==> src/iam_regs.vh <==
// Register offsets, field positions and encodings of the IPv4 entry match block
`ifndef IAM_REGS_VH
`define IAM_REGS_VH

// Register offsets (word index on the plain port)
`define IAM_REG_CTRL 4'h0
`define IAM_REG_PROTO 4'h1
`define IAM_REG_SRC_ADDR 4'h2
`define IAM_REG_SRC_MASK 4'h3
`define IAM_REG_DST_ADDR 4'h4
`define IAM_REG_DST_MASK 4'h5
`define IAM_REG_STATUS 4'h6
`define IAM_REG_HIT_COUNT 4'h7

// Control register fields
`define IAM_CTRL_FTYPE_LSB 0
`define IAM_CTRL_PROTO_LSB 2
`define IAM_CTRL_TTL_LSB 5
`define IAM_CTRL_FRAG_LSB 7
`define IAM_CTRL_OPT_LSB 9
`define IAM_CTRL_SRC_LSB 11
`define IAM_CTRL_DST_LSB 13
`define IAM_CTRL_OTHER_LSB 15
`define IAM_CTRL_RESET 32'h00000000

// Frame type selection
`define IAM_FTYPE_ANY 2'h0
`define IAM_FTYPE_IPV4 2'h1

// Protocol criterion
`define IAM_PROTO_ANY 3'h0
`define IAM_PROTO_SPECIFIC 3'h1
`define IAM_PROTO_ICMP 3'h2
`define IAM_PROTO_UDP 3'h3
`define IAM_PROTO_TCP 3'h4

// Standard protocol numbers
`define IAM_NUM_ICMP 8'h01
`define IAM_NUM_UDP 8'h11
`define IAM_NUM_TCP 8'h06

// Tri-state criteria: time-to-live, fragment, options
`define IAM_TRI_ANY 2'h0
`define IAM_TRI_NO 2'h1
`define IAM_TRI_YES 2'h2

// Address criterion
`define IAM_ADDR_ANY 2'h0
`define IAM_ADDR_HOST 2'h1
`define IAM_ADDR_NET 2'h2

`endif

==> src/iam_addr_match.v <==
// Address comparison for one entry: any, host or masked network
`timescale 1ns/100ps
`default_nettype none
`include "iam_regs.vh"

module iam_addr_match (
  // Criterion
  input wire [1:0] mode,
  input wire [31:0] cfg_addr,
  input wire [31:0] cfg_mask,
  // Frame
  input wire [31:0] frame_addr,
  // Result
  output reg pass
);

  always @* begin
    case (mode)
      `IAM_ADDR_ANY: pass = 1'b1;
      `IAM_ADDR_HOST: pass = (frame_addr == cfg_addr);
      `IAM_ADDR_NET: pass = ((frame_addr & cfg_mask) == (cfg_addr & cfg_mask));
      default: pass = 1'b0;
    endcase
  end

endmodule // iam_addr_match
`default_nettype wire

==> src/iam_tri_match.v <==
// Three-way flag criterion: any, no or yes
`timescale 1ns/100ps
`default_nettype none
`include "iam_regs.vh"

module iam_tri_match (
  // Criterion and frame flag
  input wire [1:0] mode,
  input wire flag,
  // Result
  output reg pass
);

  always @* begin
    case (mode)
      `IAM_TRI_ANY: pass = 1'b1;
      `IAM_TRI_NO: pass = ~flag;
      `IAM_TRI_YES: pass = flag;
      default: pass = 1'b0;
    endcase
  end

endmodule // iam_tri_match
`default_nettype wire

==> src/iam_ipv4_match.v <==
// IPv4 match logic for one access control entry of the switch
//
// Summary of operation
// - IPv4 criteria apply only for IPv4 frame type
// - Protocol any ignores the protocol field
// - Specific protocol must equal configured value
// - ICMP/UDP/TCP select protocol, enable sub-criteria
// - TTL zero excludes frames with TTL above zero
// - TTL non-zero admits TTL above zero; any ignores
// - Fragment no excludes MF or nonzero offset frames
// - Fragment yes admits fragments; any ignores state
// - Options no excludes frames carrying header options
// - Options yes admits optioned frames; any ignores
// - Source any disregards the source address
// - Source host needs exact source address
// - Source network compares only masked bits
// - Destination any disregards destination address
// - Destination host needs exact destination address
// - Destination network compares where mask is one
//
// The register offsets and the strobed register port were left to the implementer.
`timescale 1ns/100ps
`default_nettype none
`include "iam_regs.vh"

module iam_ipv4_match (
  // Clock and reset
  input wire ref_clk,
  input wire rst,
  // Register port
  input wire [3:0] reg_addr,
  input wire [31:0] reg_wdata,
  input wire reg_wr,
  input wire reg_rd,
  output reg [31:0] reg_rdata,
  // Parsed frame header from ingress
  input wire frame_valid,
  input wire frame_is_ipv4,
  input wire [7:0] frame_protocol,
  input wire [7:0] frame_ttl,
  input wire frame_more_fragments,
  input wire [12:0] frame_fragment_offset,
  input wire frame_has_options,
  input wire [31:0] frame_source_ipv4_address,
  input wire [31:0] frame_destination_ipv4_address,
  // Result of the entry's other criteria, same cycle as frame_valid
  input wire other_criteria_pass,
  // Match result
  output reg result_valid,
  output reg entry_hit,
  output reg icmp_sub_enable,
  output reg udp_sub_enable,
  output reg tcp_sub_enable
);

  // Configuration
  reg [1:0] frame_type_sel;
  reg [2:0] proto_sel;
  reg [1:0] ttl_sel;
  reg [1:0] frag_sel;
  reg [1:0] opt_sel;
  reg [1:0] src_sel;
  reg [1:0] dst_sel;
  reg other_enable;
  reg [7:0] proto_value;
  reg [31:0] source_ipv4_address;
  reg [31:0] source_address_mask;
  reg [31:0] destination_ipv4_address;
  reg [31:0] destination_address_mask;

  // Status
  reg last_hit;
  reg [15:0] hit_count;

  wire [31:0] ctrl_word;
  wire ttl_pass;
  wire frag_pass;
  wire opt_pass;
  wire src_pass;
  wire dst_pass;
  reg proto_pass;
  wire ipv4_pass;
  wire next_hit;

  // True when the entry selects IPv4 frames and the given named protocol
  function sub_sel;
    input [1:0] ftype;
    input [2:0] psel;
    input [2:0] named;
    begin
      sub_sel = (ftype == `IAM_FTYPE_IPV4) && (psel == named);
    end
  endfunction

  // Any fragment state: more-fragments set or a nonzero offset
  function is_fragment;
    input mf;
    input [12:0] offset;
    begin
      is_fragment = mf | (offset != 13'h0);
    end
  endfunction

  // Protocol criterion; ICMP/UDP/TCP use the standard assigned numbers
  always @* begin
    case (proto_sel)
      `IAM_PROTO_ANY: proto_pass = 1'b1;
      `IAM_PROTO_SPECIFIC: proto_pass = (frame_protocol == proto_value);
      `IAM_PROTO_ICMP: proto_pass = (frame_protocol == `IAM_NUM_ICMP);
      `IAM_PROTO_UDP: proto_pass = (frame_protocol == `IAM_NUM_UDP);
      `IAM_PROTO_TCP: proto_pass = (frame_protocol == `IAM_NUM_TCP);
      default: proto_pass = 1'b0;
    endcase
  end

  // Zero selects frames whose TTL is zero, non-zero those above it
  iam_tri_match u_ttl (
    .mode(ttl_sel),
    .flag(frame_ttl != 8'h00),
    .pass(ttl_pass)
  );

  iam_tri_match u_frag (
    .mode(frag_sel),
    .flag(is_fragment(frame_more_fragments, frame_fragment_offset)),
    .pass(frag_pass)
  );

  iam_tri_match u_opt (
    .mode(opt_sel),
    .flag(frame_has_options),
    .pass(opt_pass)
  );

  iam_addr_match u_src (
    .mode(src_sel),
    .cfg_addr(source_ipv4_address),
    .cfg_mask(source_address_mask),
    .frame_addr(frame_source_ipv4_address),
    .pass(src_pass)
  );

  iam_addr_match u_dst (
    .mode(dst_sel),
    .cfg_addr(destination_ipv4_address),
    .cfg_mask(destination_address_mask),
    .frame_addr(frame_destination_ipv4_address),
    .pass(dst_pass)
  );

  // IPv4 criteria only count when the entry selects IPv4 frames
  assign ipv4_pass = (frame_type_sel != `IAM_FTYPE_IPV4) ||
                     (frame_is_ipv4 & proto_pass & ttl_pass & frag_pass &
                      opt_pass & src_pass & dst_pass);

  // Other criteria are gated in only when software enables them
  assign next_hit = ipv4_pass & (~other_enable | other_criteria_pass);

  assign ctrl_word = {16'h0000, other_enable, dst_sel, src_sel, opt_sel, frag_sel,
                      ttl_sel, proto_sel, frame_type_sel};

  // Registered result, one cycle after the frame strobe
  always @(posedge ref_clk) begin
    if (rst) begin
      result_valid <= 1'b0;
      entry_hit <= 1'b0;
      icmp_sub_enable <= 1'b0;
      udp_sub_enable <= 1'b0;
      tcp_sub_enable <= 1'b0;
      last_hit <= 1'b0;
      hit_count <= 16'h0000;
    end else begin
      result_valid <= frame_valid;
      entry_hit <= frame_valid & next_hit;
      // Sub-criteria follow only an IPv4 entry with a named protocol
      icmp_sub_enable <= sub_sel(frame_type_sel, proto_sel, `IAM_PROTO_ICMP);
      udp_sub_enable <= sub_sel(frame_type_sel, proto_sel, `IAM_PROTO_UDP);
      tcp_sub_enable <= sub_sel(frame_type_sel, proto_sel, `IAM_PROTO_TCP);
      if (frame_valid) begin
        last_hit <= next_hit;
      end
      // Counter saturates so software never sees a wrap as few hits
      if (reg_wr && reg_addr == `IAM_REG_HIT_COUNT) begin
        if (frame_valid && next_hit) begin
          hit_count <= 16'h0001;
        end else begin
          hit_count <= 16'h0000;
        end
      end else if (frame_valid && next_hit && hit_count != 16'hFFFF) begin
        hit_count <= hit_count + 16'h0001;
      end
    end
  end

  // Register writes
  always @(posedge ref_clk) begin
    if (rst) begin
      frame_type_sel <= `IAM_FTYPE_ANY;
      proto_sel <= `IAM_PROTO_ANY;
      ttl_sel <= `IAM_TRI_ANY;
      frag_sel <= `IAM_TRI_ANY;
      opt_sel <= `IAM_TRI_ANY;
      src_sel <= `IAM_ADDR_ANY;
      dst_sel <= `IAM_ADDR_ANY;
      other_enable <= 1'b0;
      proto_value <= 8'h00;
      source_ipv4_address <= 32'h00000000;
      source_address_mask <= 32'h00000000;
      destination_ipv4_address <= 32'h00000000;
      destination_address_mask <= 32'h00000000;
    end else if (reg_wr) begin
      case (reg_addr)
        `IAM_REG_CTRL: begin
          frame_type_sel <= reg_wdata[`IAM_CTRL_FTYPE_LSB +: 2];
          proto_sel <= reg_wdata[`IAM_CTRL_PROTO_LSB +: 3];
          ttl_sel <= reg_wdata[`IAM_CTRL_TTL_LSB +: 2];
          frag_sel <= reg_wdata[`IAM_CTRL_FRAG_LSB +: 2];
          opt_sel <= reg_wdata[`IAM_CTRL_OPT_LSB +: 2];
          src_sel <= reg_wdata[`IAM_CTRL_SRC_LSB +: 2];
          dst_sel <= reg_wdata[`IAM_CTRL_DST_LSB +: 2];
          other_enable <= reg_wdata[`IAM_CTRL_OTHER_LSB];
        end
        `IAM_REG_PROTO: proto_value <= reg_wdata[7:0];
        `IAM_REG_SRC_ADDR: source_ipv4_address <= reg_wdata;
        `IAM_REG_SRC_MASK: source_address_mask <= reg_wdata;
        `IAM_REG_DST_ADDR: destination_ipv4_address <= reg_wdata;
        `IAM_REG_DST_MASK: destination_address_mask <= reg_wdata;
        default: begin
        end
      endcase
    end
  end

  // Register reads: data stand in the cycle after the strobe only
  always @(posedge ref_clk) begin
    if (rst) begin
      reg_rdata <= 32'h00000000;
    end else if (reg_rd) begin
      case (reg_addr)
        `IAM_REG_CTRL: begin
          reg_rdata <= ctrl_word;
        end
        `IAM_REG_PROTO: begin
          reg_rdata <= {24'h000000, proto_value};
        end
        `IAM_REG_SRC_ADDR: begin
          reg_rdata <= source_ipv4_address;
        end
        `IAM_REG_SRC_MASK: begin
          reg_rdata <= source_address_mask;
        end
        `IAM_REG_DST_ADDR: begin
          reg_rdata <= destination_ipv4_address;
        end
        `IAM_REG_DST_MASK: begin
          reg_rdata <= destination_address_mask;
        end
        `IAM_REG_STATUS: begin
          reg_rdata <= {31'h0, last_hit};
        end
        `IAM_REG_HIT_COUNT: begin
          reg_rdata <= {16'h0000, hit_count};
        end
        default: begin
          reg_rdata <= 32'h00000000;
        end
      endcase
    end else begin
      reg_rdata <= 32'h00000000;
    end
  end

endmodule // iam_ipv4_match
`default_nettype wire

==> config.mk <==
export PLATFORM = sky130hd
export DESIGN_NAME = iam_ipv4_match
export DESIGN_NICKNAME = d
export VERILOG_FILES = /design/src/iam_addr_match.v /design/src/iam_tri_match.v /design/src/iam_ipv4_match.v
export VERILOG_INCLUDE_DIRS = /design/src /design/src/src
export SDC_FILE = /design/constraint.sdc
export NUM_CORES = 1
export LEC_CHECK = 0
export BUFFER_PORTS_ARGS = -buffer_cell sky130_fd_sc_hd__buf_4
export CORE_ASPECT_RATIO = 2
export CORE_MARGIN = 5
export CORE_UTILIZATION = 45
export DETAILED_ROUTE_END_ITERATION = 10
export GPL_TIMING_DRIVEN = 0
export PLACE_DENSITY = 0.8
export SLEW_MARGIN = 30
export SYNTH_ARGS = -nofsm -noshare
export SYNTH_HDL_FRONTEND = slang
export SYNTH_SLANG_ARGS = --single-unit
export TNS_END_PERCENT = 50
==> constraint.sdc <==
create_clock -name ref_clk -period 2.75 [get_ports ref_clk]
set_clock_uncertainty 0.2 [all_clocks]
set_input_delay 0.275 -clock ref_clk [delete_from_list [all_inputs] [get_ports ref_clk]]
set_output_delay 0.275 -clock ref_clk [all_outputs]
set_load 0.05 [all_outputs]
Yosys cells after proc, flatten, opt, wreduce, memory -nomap -nowiden
Index checks and enable logic that the tools add are counted.
Widths: inputs -> output; s select.

cells by class
  eq/ne operators = 32
  add/sub/neg operators = 1
  multiplexer cells = 10
  reduce and logical (&&, ||, !) cells = 24
  bitwise logic cells = 19

operators by type and width
  operator               count
  $pmux 32 s8            1
  $and 32x32->32         4
  $eq 32x32->1           4
  $mux 16                2
  $add 16x1->16 const B  1
  $eq 4x3->1 const B     4
  $ne 16x16->1 const B   1
  $pmux 1 s3             5
  $reduce_bool 13->1     1
  $eq 2x1->1 const B     6
  $reduce_and 2->1       6
  $eq 2x2->1 const B     5
  $logic_not 2->1        5
  $and 1x1->1            8
  $eq 4x2->1 const B     2
  $eq 8x1->1 const B     1
  $eq 8x3->1 const B     1
  $eq 8x5->1 const B     1
  $eq 8x8->1             1
  $reduce_bool 8->1      1
  $eq 3x2->1 const B     2
  $logic_and 1x1->1      6
  $not 1->1              5
  $pmux 1 s5             1
  other kinds (11)       12

storage, ports and cells
  output and inout port bits = 37
  bits in registers = 206
  bits of input ports = 138
  word-level logic and storage cells = 107

Logic depth before layout (Yosys ltp)
Gate-level depths: netlist (run 1).

  depth after elaboration = 14
  gate-level depth with buffers = 13

By module
A second synthesis (run 1) with hierarchy kept.

unflattened totals
  cell total of the unflattened synthesis = 1181
  area total of the unflattened synthesis = 9455.3 µm²

modules (own cells, without submodules)
  module          area each (µm²)  seq. area each (µm²)  instances  cells each
  iam_ipv4_match  8399.3           4124.0                1          1046
  iam_addr_match  513.0            0.0                   2          66
  iam_tri_match   10.0             0.0                   3          1

Least setup slack after synthesis (run 1)
No wires, ideal clock.

  path type = register to register
  from = register proto_sel[0]
  to = register hit_count[5]
  data required time = 2435 ps
  setup slack = -126 ps
  period minus slack after synthesis = 2876 ps
  data arrival time = 2561 ps
  path buffers = 3
  stages on the path, launching flop included = 13
  setup time = 115 ps
  cell sequence = dfxtp_1 buf_6 or3b_1 buf_2 o211ai_1 a32oi_1 nor4_1 a32oi_1 a2111oi_4 nor2_2 buf_6 o31a_1 o21a_1

on the way
  longest elaborated chain between the ends = 13

ends and longest elaborated chain
  element                               line                  RTL
  start, declared                       iam_ipv4_match.v:58   reg [2:0] proto_sel;
  start signal, assigned                iam_ipv4_match.v:199  proto_sel <= `IAM_PROTO_ANY;
  start signal, assigned                iam_ipv4_match.v:215  proto_sel <= reg_wdata[`IAM_CTRL_PROTO_LSB +: 3];
  $eq 3x3->1 (tied with other cells)    iam_ipv4_match.v:106  case (proto_sel)
  $pmux 1 s5 *                          iam_ipv4_match.v:106
  $and 1x1->1 * (4 in a row)            iam_ipv4_match.v:153  (frame_is_ipv4 & proto_pass & ttl_pass & frag_pass &
  $and 1x1->1 * (2 in a row)            iam_ipv4_match.v:154  opt_pass & src_pass & dst_pass);
  $logic_or 1x1->1 *                    iam_ipv4_match.v:152  assign ipv4_pass = (frame_type_sel != `IAM_FTYPE_IPV4) ||
  $and 1x1->1 *                         iam_ipv4_match.v:157  assign next_hit = ipv4_pass & (~other_enable | other_criteria_pass);
  $logic_and 1x1->1 * (2 in a row)      iam_ipv4_match.v:189  end else if (frame_valid && next_hit && hit_count != 16'hFFFF) begin
  $reduce_bool 2->1 (no source line) *  -
  end signal, assigned                  iam_ipv4_match.v:190  hit_count <= hit_count + 16'h0001;
  end, declared                         iam_ipv4_match.v:73   reg [15:0] hit_count;

Mark *: on every way between the ends. The rest lies on a longest branch, timed or not.
A chain may end at the register's enable or synchronous reset.

Worst setup path after layout (run 1)
  from = register source_ipv4_address[20]
  to = register hit_count[5]

on the way
  longest elaborated chain between the ends = 10

ends and longest elaborated chain
  element                               line                  RTL
  start, declared                       iam_ipv4_match.v:66   reg [31:0] source_ipv4_address;
  start signal, assigned                iam_ipv4_match.v:224  `IAM_REG_SRC_ADDR: source_ipv4_address <= reg_wdata;
  $and 32x32->32                        iam_addr_match.v:21   `IAM_ADDR_NET: pass = ((frame_addr & cfg_mask) == (cfg_addr & cfg_mask));
  $eq 32x32->1                          iam_addr_match.v:21
  $pmux 1 s3 *                          iam_addr_match.v:18   case (mode)
  $and 1x1->1 * (2 in a row)            iam_ipv4_match.v:154
  $logic_or 1x1->1 *                    iam_ipv4_match.v:152
  $and 1x1->1 *                         iam_ipv4_match.v:157
  $logic_and 1x1->1 * (2 in a row)      iam_ipv4_match.v:189
  $reduce_bool 2->1 (no source line) *  -

Marks and branches as above.

==> run_results.csv, run 1 <==
group,metric,value,unit
outcome,status,"finished, violations left",
synthesis,synthTopCellsByCount,"nand2_1, dfxtp_1, a21oi_1, a22oi_1, clkbuf_1",
flow_run,maxCapViolations,0,
worst_setup_path,rr_startpoint,"source_ipv4_address[20]",
worst_setup_path,critPathLaunchType,"register",
floorplanning,dieArea,23700,um2
layout,diodes,0,
layout,syn2layout_area_growth,30.8,%
worst_setup_path,cp.required,2940,ps
sta,fmax,0.334,GHz
sta,worst_pin_slew,910,ps
synthesis,synth-seq-cells,206,
clock_network,cts_made_buffers,19,
sta,layout_setup_ws,-247,ps
routing,drcViolationCount,0,
outcome,violations,"setup timing",
routing,wl,40.7,mm
worst_setup_path,r2r_cells,10,
clock_network,max-clock-path-buffers,3,
layout,drive_gt1_share,18.6,%
synthesis,ys_seq_area_share,44.6,%
hold_path,holdCritStartpoint,"reg_rd",
layout,final_net_count,1541,
global_route,first_global_vias,10100,
floorplanning,die_x,111,um
floorplanning,core_area,20400,um2
placed_design,gp_congestion,1.01,
synthesis,synth-main-ff-cell,"dfxtp_1",
routing,routed-via-count,10300,
synthesis,synth.top_cell.area_share,44.6,%
synthesis,postSynthNetCount,1305,
synthesis,syn_area,9240,um2
routing,first_pass_iters,6,
sta,finalCritPeriodShare,109,%
clock_network,clk_root_buffer_cell,"clkbuf_16",
placed_design,place_inst,1605,
power,p_leak,0.00434,uW
sta,rsz0062_at_grt,"true",
sta,finalSetupViolCount,16,
placed_design,numPortBuffers,173,
clock_network,path_clk_slew,60,ps
floorplanning,io_pins,175,
global_route,antenna_found_initial,0,
global_route,grt_pass1_wl,59.4,mm
hold_path,hold_depth,3,
worst_setup_path,r2r_slack,-250,ps
floorplanning,start_util,45.4,%
sta,drv_slew,0,
layout,instances_no_fill,1678,
worst_setup_path,critPathCaptureType,"register",
global_route,grt_max_degree,16,
synthesis,synth-edff-count,0,
hold_path,min_to,"reg_rdata[1]",
worst_setup_path,timing.rr.end,"hit_count[5]",
clock_network,clkLatencyLatePin,500,ps
clock_network,clock_sinks,206,
power,peakVddDrop,0.000401,V
synthesis,synthesis.instances,1166,
routing,drt-vias-per-instance,6.14,
routing,drtIter0Drc,954,
synthesis,yosysMostFrequentCell,"nand2_1",
routing,ant_nets,0,
synthesis,synthTopCellsByArea,"dfxtp_1, nand2_1, a21oi_1",
sta,whs,76.0,ps
synthesis,synth.distinct_cells,43,
global_route,grt_overflow,0,
sta,relSlewSlack,38.9,%
floorplanning,core.rowCount,74,
hold_path,worst_hold_path_type,"input port to register",
floorplanning,dieHeight,213,um
placed_design,hpwl,31.5,mm
routing,detail_route.wl_per_cell,24.2,um
synthesis,avgSynthCellArea,7.92,um2
clock_network,cts-htree-levels,1,
synthesis,yosys_warnings,0,
sta,min_period,3000,ps
sta,fin_setup_tns,-3010,ps
power,power_density,529,nW/um2
clock_network,cts_tree,"yes",
synthesis,async_reset_ff_share,0,%
sta,hold_viol_final,0,
worst_setup_path,worstPathArrival,3180,ps
global_route,track_usage,32.8,%
worst_setup_path,criticalPathCategory,"register to register",
worst_setup_path,cp_max_fo,5,
synthesis,synth_area_leader_cell,"dfxtp_1",
-- timing repair --
| action | 4_1_cts | 5_1_grt |
|---|---|---|
| hold endpoints to repair | 154 | 0 |
| buffers inserted | 8 | 1 |
| pin swaps | 38 | 11 |
| hold buffers | 33 | 0 |
| resized for setup | 47 | 13 |
| setup endpoints to repair | 18 | 18 |
| cloned | 1 | 0 |
-- worst max-delay path, stage by stage (launching register included) --
cell and delay (ps):
dfxtp_2 340, xor2_2 150, a22o_1 250, a221oi_2 230, nand4_1 170, or3_4 460, a2111oi_4 420, nor2_4 110
buf_6 150, o31a_1 230, o21a_1 170
-- sequential cells by signal, summed over array words and instances (netlist names), 2 cells and up --
| register | flops |
|---|---|
| destination_address_mask | 32 |
| destination_ipv4_address | 32 |
| dst_sel | 2 |
| frag_sel | 2 |
| frame_type_sel | 2 |
| hit_count | 16 |
| opt_sel | 2 |
| proto_sel | 3 |
| proto_value | 8 |
| reg_rdata | 32 |
| source_address_mask | 32 |
| source_ipv4_address | 32 |
| src_sel | 2 |
| ttl_sel | 2 |
-- how the worst max path moves through the flow --
stage,start,to,cells after the start
floorplan,source_ipv4_address[17],hit_count[5],10
CTS,source_ipv4_address[20],hit_count[5],10
global route,proto_sel[2],hit_count[12],11
finish,source_ipv4_address[20],hit_count[5],10
global placement,frame_source_ipv4_address[20],hit_count[9],12
detailed placement,frame_source_ipv4_address[20],hit_count[14],12
-- routing by layer --
layer / global-route usage (%) / wire length [um]
met5: 0 / 0
met4: 33.4 / 5420
met3: 4.37 / 2820
met2: 57.5 / 19700
met1: 32.2 / 12800
-- logic make-up (layout without fill, tap and decap cells) --
group,Yosys count,in the layout,synth area share (%)
DFF,206,206,44.6
muxes,9,9,1.02
and+or+nand+nor,448,448,20.9
adders and majority gates,1,1,0.135
buffers and inverters,84,330,3.60
AOI/OAI and AO/OA,346,346,22.9
xor gates and xnor gates,72,72,6.82
-- where the power goes --
part / switching (uW) / leakage [uW] / internal (uW)
clock network: 1160 / 0.000299 / 1490
registers: 39.9 / 0.00167 / 3020
logic: 406 / 0.00238 / 278
total: 1610 / 0.00434 / 4790
-- final cells by class --
class                           instances  area (um2)
Multi-Input combinational cell        876        4960
Timing Repair Buffer                  216        1710
Tap cell                              266         333
Inverter                                5        18.8
Clock inverter                          4        45.0
Fill cell                            1916        8290
Clock buffer                           27         556
Buffer                                 78         325
Sequential cell                       206        4140
-- stage by stage --
stage	setup WS [ps]	power (uW)	util, %	cell area [um2]
final	-247	6400	59.3	12100
after global routing	-363	6530	59.3	12100
after CTS	-179	6360	59.0	12000
after detailed placement	-518	3720	53.4	10900
after global placement	-498	3710	53.4	10900
after floorplan	3.26	3350	-	9250
-- cell usage in the layout, fill, tap and decap left out, types with 3 or more instances in the layout --
master         netlist  layout
nor4_1              26      23
buf_6                2       6
or3_1               13      12
clkbuf_8             0       5
xnor2_1              5       4
and3_1               3       3
nand3_2              1       3
nand3_1             20      18
clkbuf_1            75      75
o21ai_0             23      12
nand2_1            322     322
dfxtp_2              0       7
nor2b_1              4       4
a222oi_1             4       4
and2_1               6       6
dfxtp_1            206     198
a31oi_1             17      17
clkinv_2             0       3
mux2_2               3       3
dlygate4sd3_1        0      33
o21ai_1              0       6
a22oi_2              0       5
a221oi_2             0       6
o21ai_2              0       5
nand2b_1             7       7
nand4_1             11      11
xor2_2               0       4
inv_1                5       5
o21a_1               3       3
clkbuf_16            0      19
a22oi_1             91      86
nor2_1              17      17
nor3_1               8       8
xor2_1              67      63
buf_4                0     181
a21oi_1            185     185
a22o_1               8       8
nor3b_1              3       3
mux2i_1              6       6
(Power assumes the default switching activity.)
==> run 2, diff against run 1 <==
--- a/config.mk
+++ b/config.mk
@@ -6,13 +6,14 @@
 export SDC_FILE = /design/constraint.sdc
 export NUM_CORES = 1
 export LEC_CHECK = 0
+export ABC_AREA = 1
 export BUFFER_PORTS_ARGS = -buffer_cell sky130_fd_sc_hd__buf_4
 export CORE_ASPECT_RATIO = 2
 export CORE_MARGIN = 5
 export CORE_UTILIZATION = 45
 export DETAILED_ROUTE_END_ITERATION = 10
 export GPL_TIMING_DRIVEN = 0
-export PLACE_DENSITY = 0.8
+export PLACE_DENSITY = 0.79
 export SLEW_MARGIN = 30
 export SYNTH_ARGS = -nofsm -noshare
 export SYNTH_HDL_FRONTEND = slang
==> constraint.sdc (replaced) <==
create_clock -name ref_clk -period 2.75 [get_ports ref_clk]
set_clock_uncertainty 0.2 [all_clocks]
set_input_delay 0.275 -clock ref_clk [delete_from_list [all_inputs] [get_ports ref_clk]]
set_output_delay 0.275 -clock ref_clk [all_outputs]
set_load 0.1 [all_outputs]
==> run 2 against run 1 <==
The flow now finishes without violations; sequential share of layout area shrank 1.7 points; utilization down 1.8 points; sequential power is essentially flat; worst setup slack improved by 420 ps; register-to-register slack better by 420 ps; die area grew 7.7%; worst hold slack lost 6.0 ps; synthesized cell count up 21%; routed wire length is 9.4% higher; combinational power grew 18%; critical path type unchanged; critical endpoint unchanged; largest cell class unchanged; largest power group unchanged.
==> run_results.csv, run 2 <==
group,metric,value,unit
synthesis,syn_area,10000,um2
worst_setup_path,criticalPathCategory,"register to register",
flow_run,maxCapViolations,0,
global_route,antenna_found_initial,0,
worst_setup_path,rr_startpoint,"proto_sel[2]",
floorplanning,core_area,22100,um2
routing,detail_route.wl_per_cell,23.1,um
clock_network,path_clk_slew,70,ps
routing,first_pass_iters,6,
worst_setup_path,worstPathArrival,2750,ps
synthesis,synth.top_cell.area_share,41.2,%
routing,wl,44.5,mm
synthesis,ys_seq_area_share,41.2,%
synthesis,synth-seq-cells,206,
routing,ant_nets,0,
routing,drt-vias-per-instance,5.78,
routing,routed-via-count,11100,
layout,instances_no_fill,1924,
synthesis,yosysMostFrequentCell,"nand2_1",
layout,final_core_util,57.5,%
synthesis,async_reset_ff_share,0,%
global_route,track_usage,33.9,%
placed_design,numPortBuffers,173,
synthesis,synth_mux_area_share,0,%
layout,syn2layout_area_growth,26.8,%
placed_design,gp_congestion,1.04,
clock_network,clock_sinks,206,
clock_network,cts_made_buffers,20,
synthesis,synth-edff-count,0,
layout,layout_common_cells,"nand2_1, dfxtp_1, a21oi_1",
synthesis,yosys.area_share.xor_xnor,7.88,%
floorplanning,dieArea,25500,um2
sta,min_period,2580,ps
synthesis,synthesis.instances,1406,
clock_network,max-clock-path-buffers,3,
sta,drv_slew,0,
worst_setup_path,cp_max_fo,10,
floorplanning,core.rowCount,77,
clock_network,clk_root_buffer_cell,"clkbuf_16",
sta,worst_pin_slew,837,ps
synthesis,synth_compound_area_share,21.3,%
sta,fmax,0.388,GHz
floorplanning,io_pins,175,
synthesis,synth_adder_area_share,0.125,%
synthesis,synth_area_leader_cell,"dfxtp_1",
placed_design,place_inst,1855,
sta,finalSetupViolCount,0,
placed_design,place_ws,-260,ps
synthesis,synth-simple-area-share,21.0,%
worst_setup_path,cp.required,2930,ps
sta,fin_setup_tns,0,ps
global_route,first_global_vias,10900,
synthesis,yosys_warnings,0,
layout,diodes,0,
global_route,grt_max_degree,16,
placed_design,hpwl,34.4,mm
hold_path,worst_hold_path_type,"input port to register",
synthesis,postSynthNetCount,1545,
sta,finalCritPeriodShare,93.7,%
sta,rsz0062_at_grt,"false",
synthesis,synth-main-ff-cell,"dfxtp_1",
layout,drive_gt1_share,13.8,%
worst_setup_path,crit_path_start,"proto_sel[2]",
clock_network,cts-htree-levels,1,
sta,relSlewSlack,42.7,%
layout,final_net_count,1774,
sta,hold_viol_final,0,
routing,drtIter0Drc,1099,
clock_network,cts_tree,"yes",
synthesis,synthTopCellsByArea,"dfxtp_1, nand2_1, a21oi_1",
sta,whs,70.0,ps
synthesis,synth.distinct_cells,39,
hold_path,holdCritStartpoint,"reg_rd",
sta,layout_setup_ws,173,ps
synthesis,avgSynthCellArea,7.11,um2
synthesis,synth_top_family_by_area,"compound AO/OA/AOI/OAI gates",
worst_setup_path,critPathLaunchType,"register",
outcome,status,"complete, no violations",
floorplanning,die_x,115,um
worst_setup_path,critPathCaptureType,"register",
layout,final_common_cell,"nand2_1",
global_route,grt_overflow,0,
power,p_leak,0.00492,uW
floorplanning,start_util,45.3,%
routing,drcViolationCount,0,
power,power_density,534,nW/um2
floorplanning,dieHeight,221,um
synthesis,synthTopCellsByCount,"nand2_1, dfxtp_1, a21oi_1, inv_1, nor2_1",
global_route,grt_pass1_wl,63.7,mm
power,peakVddDrop,0.000427,V
clock_network,clkLatencyLatePin,530,ps
## run 2: cell types whose count changed after synthesis, sizes merged, moves of 42 or more
cell,change
a22oi,-91
inv,+146
o22ai,+42
o21ai,+95
nand2,-60
nand3,+55
nor2,+111
xnor2,+54
## run 2: where the power goes
group | switching, uW | internal [uW] | total (uW)
clock | 1270 | 1630 | 2900
sequential | 39.2 | 3030 | 3070
combinational | 489 | 317 | 806
## run 2: cells by family (layout without fill, tap and decap cells)
family,count (synthesis),count (layout)
and+or+nand+nor,500,500
AOI/OAI and AO/OA,386,386
buffers and inverters,223,465
DFF,206,206
xor gates and xnor gates,90,90
adders and majority gates,1,1
## run 2: critical path: stages (launching register included)
cell and delay, ps:
dfxtp_1 420, inv_2 80, nand2_2 180, nand2_1 100, nand3b_1 90, nand2_1 50, nor2_1 110, nand2_1 60
nor2_1 80, nand2_1 90, a21oi_2 190, nand3_2 120, nand2_4 150, nand3_2 130, buf_6 190, nand3_1 80
a21oi_1 80
## run 2: area by class of cell
| class | count | area (um2) |
|---|---|---|
| clock buffers | 29 | 606 |
| plain buffers | 69 | 274 |
| well taps | 276 | 345 |
| repair buffers | 207 | 1640 |
| flip-flops and latches | 206 | 4130 |
| clock inverters | 6 | 65.1 |
| inverters | 154 | 578 |
| multi-input cells | 977 | 5060 |
| fillers | 2129 | 9380 |
## run 2: layer usage
layer  GRT usage [%]  up-vias  share of wire (%)
met2            57.7      664                 49
li1                -     5121                  -
met3            5.33      231                6.7
met5               0        -                  0
met1            32.7     5102                 32
met4            34.3        0                 13
## run 2: final timing paths
path,to,slack (ps),depth (start not counted)
setup / recovery,hit_count[5],170,16
hold / removal,reg_rdata[4],70,3
setup reg to reg,hit_count[5],170,16
hold reg to reg,source_address_mask[19],280,2
## run 2: repair_timing
action / CTS / global route
gates resized for setup: 1 / 5
endpoints found under the hold margin: 154 / 0
endpoints found under the setup margin: 9 / 10
pin swaps: 0 / 1
hold buffers: 33 / 0
buffers inserted: 0 / 1
## run 2: stage by stage
step	area (um2)	power, uW
3_5_place_dp	11600	3880
3_3_place_gp	11600	3870
6_report	12700	6780
2_1_floorplan	10000	3490
5_1_grt	12700	6930
4_1_cts	12700	6740
